[src/core/dhrs_params.svh]
// Purpose: timing constants for the display hardware reset sequencer
// Assumes: 100 MHz core clock
// Notes: counts are derived from the printed times
`ifndef DHRS_PARAMS_SVH
`define DHRS_PARAMS_SVH
`define DHRS_CLK_MHZ 100
`define DHRS_REJECT_NS 5000
`define DHRS_FULL_NS 9000
`define DHRS_REL_SLEEP_US 5000
`define DHRS_REL_AWAKE_US 120000
`define DHRS_WAKE_WAIT_US 120000
// least time rounds up; 5 us filter must reject anything shorter
`define DHRS_REJECT_CYC ((`DHRS_REJECT_NS * `DHRS_CLK_MHZ + 999) / 1000)
// longest time rounds down; a full reset is taken by 9 us
`define DHRS_FULL_CYC ((`DHRS_FULL_NS * `DHRS_CLK_MHZ) / 1000)
`define DHRS_REL_SLEEP_CYC (`DHRS_REL_SLEEP_US * `DHRS_CLK_MHZ)
`define DHRS_REL_AWAKE_CYC (`DHRS_REL_AWAKE_US * `DHRS_CLK_MHZ)
`define DHRS_WAKE_WAIT_CYC (`DHRS_WAKE_WAIT_US * `DHRS_CLK_MHZ)
`define DHRS_CNT_W 24
`define DHRS_FLT_W 11
// pin flops ahead of the filter; their delay counts into the release interval
`define DHRS_SYNC_LAT 2
`endif

[src/core/dhrs_pkg.sv]
// Purpose: types for the display hardware reset sequencer
// Assumes: one-hot state codes
// Notes: none
package dhrs_pkg;
   typedef enum logic [4:0] {
      ST_RUN = 5'h01,
      ST_BLANK = 5'h02,
      ST_HELD = 5'h04,
      ST_LOAD = 5'h08,
      ST_SETTLE = 5'h10
   } dhrs_state_t;
endpackage : dhrs_pkg

[src/core/dhrs_seq.sv]
// Purpose: qualify the host reset pin, blank, reload settings, gate commands
// Assumes: hw_reset_n is asynchronous; nvm loader answers with nvm_done
// Notes: long counts are parameters so simulation can shorten them
// Summary of operation
// low pulses under 5 us are ignored and pulses over 9 us give a full reset.
// high spikes inside a valid reset are filtered the same way and do not end it.
// on release the id bytes, common voltage setting and settings are reloaded.
// a reset taken while awake blanks the display in at most 120 ms.
// a reset taken while asleep keeps the display blank and restores defaults.
// the release interval ends within 5 ms after a reset taken asleep.
// the release interval may last up to 120 ms after a reset taken awake.
// the host waits 5 ms after release before sending any command.
// the host waits 120 ms after release before the wake command.
// commands during the release interval are rejected and busy shows until loaded.
`timescale 1ns/1ps
`include "dhrs_params.svh"
module dhrs_seq #(
   parameter int FLT_CYC = `DHRS_REJECT_CYC,
   parameter int REL_SLEEP_CYC = `DHRS_REL_SLEEP_CYC,
   parameter int REL_AWAKE_CYC = `DHRS_REL_AWAKE_CYC,
   parameter int BLANK_MAX_CYC = `DHRS_REL_AWAKE_CYC,
   parameter int WAKE_WAIT_CYC = `DHRS_WAKE_WAIT_CYC
) (
   // clock and core reset
   input wire logic clock,
   input wire logic nrst,
   // host reset pin
   input wire logic hw_reset_n,
   // display state
   input wire logic sleep_out,
   input wire logic blank_done,
   // settings loader
   output logic nvm_load,
   input wire logic nvm_done,
   // outputs to the core
   output logic blank_req,
   output logic core_reset,
   output logic busy,
   // command gate
   input wire logic cmd_valid,
   input wire logic cmd_is_wake,
   output logic cmd_accept,
   output logic cmd_reject
);
   localparam int CW = `DHRS_CNT_W;
   localparam int FW = `DHRS_FLT_W;

   logic sync1_ff, sync2_ff;
   logic filt_ff;
   logic [FW-1:0] flt_cnt_ff;
   logic asleep_ff;
   logic [CW-1:0] rel_cnt_ff;
   logic [CW-1:0] wake_cnt_ff;
   logic load_done_ff;
   dhrs_pkg::dhrs_state_t state_ff, nxt_state;

   // two flops; only the second is read
   always_ff @(posedge clock) begin
      if (!nrst) begin
         sync1_ff <= 1'b1;
         sync2_ff <= 1'b1;
      end else begin
         sync1_ff <= hw_reset_n;
         sync2_ff <= sync1_ff;
      end
   end

   // symmetric filter: a change must persist FLT_CYC cycles to be taken, so
   // short lows are rejected and short highs during reset do not end it
   always_ff @(posedge clock) begin
      if (!nrst) begin
         filt_ff <= 1'b1;
         flt_cnt_ff <= '0;
      end else if (sync2_ff == filt_ff) begin
         flt_cnt_ff <= '0;
      end else if (flt_cnt_ff == FW'(FLT_CYC - 1)) begin
         filt_ff <= sync2_ff;
         flt_cnt_ff <= '0;
      end else begin
         flt_cnt_ff <= flt_cnt_ff + 1'b1;
      end
   end

   wire rst_seen = !filt_ff;

   // sleep mode captured when the qualified reset begins
   always_ff @(posedge clock) begin
      if (!nrst) begin
         asleep_ff <= 1'b1;
      end else if (state_ff == dhrs_pkg::ST_RUN && rst_seen) begin
         asleep_ff <= !sleep_out;
      end
   end

   // sequence control
   always_comb begin
      nxt_state = state_ff;
      case (state_ff)
         dhrs_pkg::ST_RUN: begin
            if (rst_seen) begin
               nxt_state = asleep_ff_next() ? dhrs_pkg::ST_HELD : dhrs_pkg::ST_BLANK;
            end
         end
         dhrs_pkg::ST_BLANK: begin
            // blanking ends on done or at the 120 ms bound
            if (blank_done || rel_cnt_ff >= CW'(BLANK_MAX_CYC - 1)) begin
               nxt_state = dhrs_pkg::ST_HELD;
            end
         end
         dhrs_pkg::ST_HELD: begin
            if (!rst_seen) begin
               nxt_state = dhrs_pkg::ST_LOAD;
            end
         end
         dhrs_pkg::ST_LOAD: begin
            if (rst_seen) begin
               nxt_state = dhrs_pkg::ST_HELD;
            end else if (nvm_done) begin
               nxt_state = dhrs_pkg::ST_SETTLE;
            end
         end
         dhrs_pkg::ST_SETTLE: begin
            if (rst_seen) begin
               nxt_state = dhrs_pkg::ST_HELD;
            end else if (rel_cnt_ff >= CW'((asleep_ff ? REL_SLEEP_CYC : REL_AWAKE_CYC) - 1)) begin
               nxt_state = dhrs_pkg::ST_RUN;
            end
         end
         default: nxt_state = dhrs_pkg::ST_RUN;
      endcase
   end

   function automatic logic asleep_ff_next();
      asleep_ff_next = !sleep_out;
   endfunction : asleep_ff_next

   always_ff @(posedge clock) begin
      if (!nrst) begin
         state_ff <= dhrs_pkg::ST_RUN;
      end else begin
         state_ff <= nxt_state;
      end
   end

   // interval counter: counts blanking, then the release interval from release
   always_ff @(posedge clock) begin
      if (!nrst) begin
         rel_cnt_ff <= '0;
      end else if (state_ff == dhrs_pkg::ST_HELD && nxt_state == dhrs_pkg::ST_LOAD) begin
         // the pin rose sync plus filter cycles ago; the interval is timed from the pin
         rel_cnt_ff <= CW'(FLT_CYC + `DHRS_SYNC_LAT);
      end else if (state_ff != nxt_state && nxt_state != dhrs_pkg::ST_SETTLE) begin
         rel_cnt_ff <= '0;
      end else if (state_ff == dhrs_pkg::ST_HELD || state_ff == dhrs_pkg::ST_RUN) begin
         rel_cnt_ff <= '0;
      end else if (rel_cnt_ff != '1) begin
         rel_cnt_ff <= rel_cnt_ff + 1'b1;
      end
   end

   // wake command guard counts from release of reset
   always_ff @(posedge clock) begin
      if (!nrst) begin
         wake_cnt_ff <= '0;
      end else if (rst_seen) begin
         wake_cnt_ff <= '0;
      end else if (wake_cnt_ff < CW'(WAKE_WAIT_CYC)) begin
         wake_cnt_ff <= wake_cnt_ff + 1'b1;
      end
   end

   // settings loaded flag, cleared by every reset
   always_ff @(posedge clock) begin
      if (!nrst) begin
         load_done_ff <= 1'b0;
      end else if (rst_seen) begin
         load_done_ff <= 1'b0;
      end else if (state_ff == dhrs_pkg::ST_LOAD && nvm_done) begin
         load_done_ff <= 1'b1;
      end
   end

   // load strobe is a level held while loading; loader finishes with nvm_done
   assign nvm_load = (state_ff == dhrs_pkg::ST_LOAD);
   assign blank_req = (state_ff != dhrs_pkg::ST_RUN);
   assign core_reset = (state_ff == dhrs_pkg::ST_HELD) || (state_ff == dhrs_pkg::ST_BLANK);
   assign busy = !load_done_ff;
   // early or too-early wake commands are refused instead of corrupting the load
   wire gate_open = (state_ff == dhrs_pkg::ST_RUN) &&
                    !(cmd_is_wake && wake_cnt_ff < CW'(WAKE_WAIT_CYC));
   assign cmd_accept = cmd_valid && gate_open;
   assign cmd_reject = cmd_valid && !gate_open;

   // checker helpers: lengths of the synced low and high runs, saturating
   int flt_low_cnt;
   always_ff @(posedge clock) begin
      if (!nrst || sync2_ff) begin
         flt_low_cnt <= 0;
      end else if (flt_low_cnt < FLT_CYC) begin
         flt_low_cnt <= flt_low_cnt + 1;
      end
   end

   int flt_high_cnt;
   always_ff @(posedge clock) begin
      if (!nrst || !sync2_ff) begin
         flt_high_cnt <= 0;
      end else if (flt_high_cnt < FLT_CYC) begin
         flt_high_cnt <= flt_high_cnt + 1;
      end
   end
endmodule : dhrs_seq

[config.mk]
export PLATFORM = sky130hd
export DESIGN_NAME = dhrs_seq
export DESIGN_NICKNAME = d
export VERILOG_FILES = /design/src/core/dhrs_pkg.sv /design/src/core/dhrs_seq.sv
export VERILOG_INCLUDE_DIRS = /design/src /design/src/core
export SDC_FILE = /design/constraint.sdc
export NUM_CORES = 1
export LEC_CHECK = 0
export BUFFER_PORTS_ARGS = -buffer_cell sky130_fd_sc_hd__buf_2
export CAP_MARGIN = 25
export CORE_MARGIN = 4
export CORE_UTILIZATION = 45
export DETAILED_ROUTE_END_ITERATION = 10
export HOLD_SLACK_MARGIN = 0.1
export SYNTH_ARGS = -nofsm -noshare
export SYNTH_HDL_FRONTEND = slang
export SYNTH_SLANG_ARGS = --single-unit
[constraint.sdc]
create_clock -name clock -period 2.9 [get_ports clock]
set_clock_uncertainty 0.1 [all_clocks]
set_input_delay 0.145 -clock clock [delete_from_list [all_inputs] [get_ports clock]]
set_output_delay 0.145 -clock clock [all_outputs]
set_load 0.005 [all_outputs]
==> metrics.md <==
| Metric | Value |
|---|---|
| Reg2Reg Depth | `10` |
| Final setup vio count | `0` |
| Top FF cell, synth | `dfxtp_1` |
| Fin. Hold Viols | `0` |
| Worst hold-check path type | `in2reg` |
| Slew @ Worst Pin | `approximately 0.9 ns` |
| Ratio of cells with drive above 1 in the final layout | `between 10% and 20%` |
| Final Power | `approximately 1900 uW` |
| Reg2reg start | `asleep_ff` |
| Synth Area per Inst | `between 8 and 9 um2` |
| Synth area leader | `dfxtp_1` |
| End of the worst register-to-register path | `rel_cnt_ff[22]` |
| Most frequent cells in the layout | `nor2_1, dfxtp_1, nand2_1` |
| Max Slew Vio Count | `0` |
| Starting Density | `46.0%` |
| Sequential area share after synthesis | `between 30 and 40%` |
| Hold Crit Start | `sleep_out` |
| Tmin final | `~2.7 ns` |
| CP max FO | `17` |
| Compound-gate portion of the synthesized area | `13.7%` |
| Synthesized instance count | `approximately 450` |
| Post-route ant nets | `0` |
| Clk_lat worst skew | `about 0.34 ns` |
| FF-to-FF setup slack | `0.19 ns` |
| Core footprint | `0.00818 mm2` |
| Number of top-level pins | `14` |
| Max clock buf depth | `2` |
| Syn Nets | `~480` |
| First-pass GRT wire length | `approximately 13,000 um` |
| PwrDens | `between 400 and 500 mW/mm2` |
| DRC violations left | `0` |
| DR pass1 iterations | `4` |
| Post-synth EDFFs | `0` |
| Max_cap viols | `0` |
| Die X | `a little under 100 um` |
| Leakage | `0.00151 uW` |
| Largest family of logic cells by synthesized area | `simple AND/OR/NAND/NOR gates` |
| Synth warn | `0` |
| Clock power share | `about half` |
| Gr ovfl total | `0` |
| Mux share of post-synthesis cell area | `less than 1%` |
| CP Data Required Time | `just over 3 ns` |
| RSZ-0062 raised after global routing | `no` |
| Rows | `33` |
| Initial DRC count | `~130` |
| Crit path arrival time | `approximately 2.9 ns` |
| Sw frac | `slightly above 20%` |
| Routed via count | `~3,100` |
| Gate power share | `1.9%` |
| Post-synthesis simple-gate area fraction | `between 20 and 30%` |
| Share of the synthesized area in the top cell type | `between 30% and 40%` |
| Setup Crit Path Kind | `reg2reg` |
| Max Freq | `0.369 GHz` |
| Initial antenna violation count | `0` |
| Port Buffers | `13` |
| CP Capture Type | `flip-flop` |
| Final core utilization | `~52%` |
| Final nets | `between 400 and 500` |
| CTS H-tree lvls | `3` |
| P_sw | `a little under 400 uW` |
| Largest net degree at the start of global routing | `27` |
| Worst slew margin | `slightly above 40%` |
| CTS tree | `done` |
| Netlist cell types | `58` |
| Antenna diodes | `0` |
| Routed wire per std cell | `around 13 um` |
| Crit start category | `flip-flop` |
| Vias in the first global route | `2,912` |
| Worst hold path depth | `3` |
| Status | `complete, no violations` |
| Xor/xnor share of the synthesized area | `11.6%` |
| TritonCTS Buffers | `9` |
| Commonest non-fill, non-tap cell in the layout | `nor2_1` |
| CTS Sinks | `69` |
| Int Power | `between 1500 and 2000 uW` |
| Synth top area cells | `dfxtp_1, xnor2_1, nor2_1, ha_1, a21oi_1` |
| Total wire length | `roughly 7600 um` |
| RePlAce Congestion | `a little under 0.9` |
| Die height | `99.4 um` |
| Finished Cell Area | `0.00423 mm2` |
| Tcrit/Tclk final | `between 90% and 100%` |
| Area of the mapped netlist | `between 0.003 and 0.004 mm2` |
| #FFs+latches synth | `a little under 70` |
| Hold Crit Endpoint | `state_ff[2]` |
| Sequential power share | `49.6%` |
| Via density | `between 5 and 6` |
| Root Buffer | `clkbuf_8` |
| Clk slew on worst S/H paths | `roughly 0.07 ns` |
| Area delta synth->final | `12.4%` |
| Post-synth ARST share | `0%` |
| HPWL Detailed | `~5500 um` |
| Tot GR Track Use | `16.3%` |
| Placed inst area | `approximately 0.0039 mm2` |
| Setup TNS | `0 ns` |
| Max VDD drop | `about 0.00021 V` |
| Die Area | `between 0.009 and 0.01 mm2` |
| Post-synthesis adder-cell area fraction | `~5%` |
## cells in the mapped netlist (2+ instances only)
cell type,count
a211oi_1,3
a21oi_1,30
o21ai_0,12
o21a_1,3
nor2_1,78
and4_1,4
a211o_1,3
ha_1,15
o32ai_2,2
buf_2,3
and3_1,12
xnor2_1,35
clkbuf_1,12
nand4b_1,4
or3_1,4
and2_1,4
nor3_1,12
dfxtp_1,69
nor3b_1,2
nor4_1,3
xor2_1,15
nand3_1,24
nand4_1,12
nor2_2,2
a2111oi_0,4
inv_1,10
nand2b_1,4
or3_2,3
o2111a_1,2
a31oi_1,2
nor2b_1,2
nand2_1,38
## worst max-delay path by stage
stage,slack (ns),startpoint,cells past startpoint,to
finish,0.19,asleep_ff,10,rel_cnt_ff[22]
global route,0.03,asleep_ff,10,rel_cnt_ff[13]
CTS,0.1,asleep_ff,9,rel_cnt_ff[6]
detailed placement,0.12,asleep_ff,9,rel_cnt_ff[6]
global placement,0.25,asleep_ff,10,rel_cnt_ff[22]
floorplan,0.21,asleep_ff,10,rel_cnt_ff[23]
## power groups by stage
stage	clock, uW	sequential (uW)	combinational (uW)
after CTS	955	957	37.0
final	936	957	36.7
after global routing	999	958	42.1
after floorplan	0	977	23.3
after global placement	0	979	32.7
after detailed placement	0	980	32.8
## kinds of logic (layout without fill, tap and decap cells)
logic type,count (synthesis),in the layout
muxes,2,2
xor gates and xnor gates,50,50
AOI/OAI and AO/OA,74,74
adders and majority gates,15,15
DFF,69,69
and+or+nand+nor,218,218
buffers and inverters,26,49
## cell type report
type                            count  area [um2]
Clock inverter                      6         111
Timing Repair Buffer               24         161
Tap cell                          105         131
Fill cell                         787        3950
Sequential cell                    69        1380
Multi-Input combinational cell    359        2280
Inverter                           10        37.5
Clock buffer                        9         124
## through the flow
step | instances | hold WS (ns) | setup WS [ns]
2_1_floorplan | 454 | 0.146 | 0.207
3_3_place_gp | 563 | 0.231 | 0.248
3_5_place_dp | 563 | 0.230 | 0.118
4_1_cts | 582 | 0.144 | 0.0961
5_1_grt | 582 | 0.180 | 0.0285
6_report | 582 | 0.165 | 0.191
## critical path, cell delays in order, from the launching register on
cell,delay [ns]
dfxtp_1,0.34
buf_4,0.18
ha_1,0.31
a2111oi_0,0.36
or3_1,0.16
a2111oi_1,0.07
a211o_2,0.29
o21ai_1,0.39
a32oi_4,0.07
buf_6,0.19
nor3_1,0.17
## layer usage
layer  vias to the layer above  wire, um  GRT usage [%]
met2                        53      3370           24.5
met3                         9       379           4.21
met5                         -         0              0
li1                       1639         -              -
met4                         0        89           4.94
met1                      1435      3810           23.0
## registers in the layout, summed over array words and instances (netlist names)
name and count:
asleep_ff 1, sync2_ff 1, rel_cnt_ff 24, sync1_ff 1, filt_ff 1, wake_cnt_ff 24
load_done_ff 1, state_ff 5, flt_cnt_ff 11
## timing repair
| action | 4_1_cts | 5_1_grt |
|---|---|---|
| hold buffers | 4 | 0 |
| setup endpoints to repair | 0 | 24 |
| resized for setup | 0 | 3 |
| hold endpoints to repair | 12 | 0 |
| buffers inserted | 0 | 0 |
Note: power is estimated with default switching activity, not from simulation.
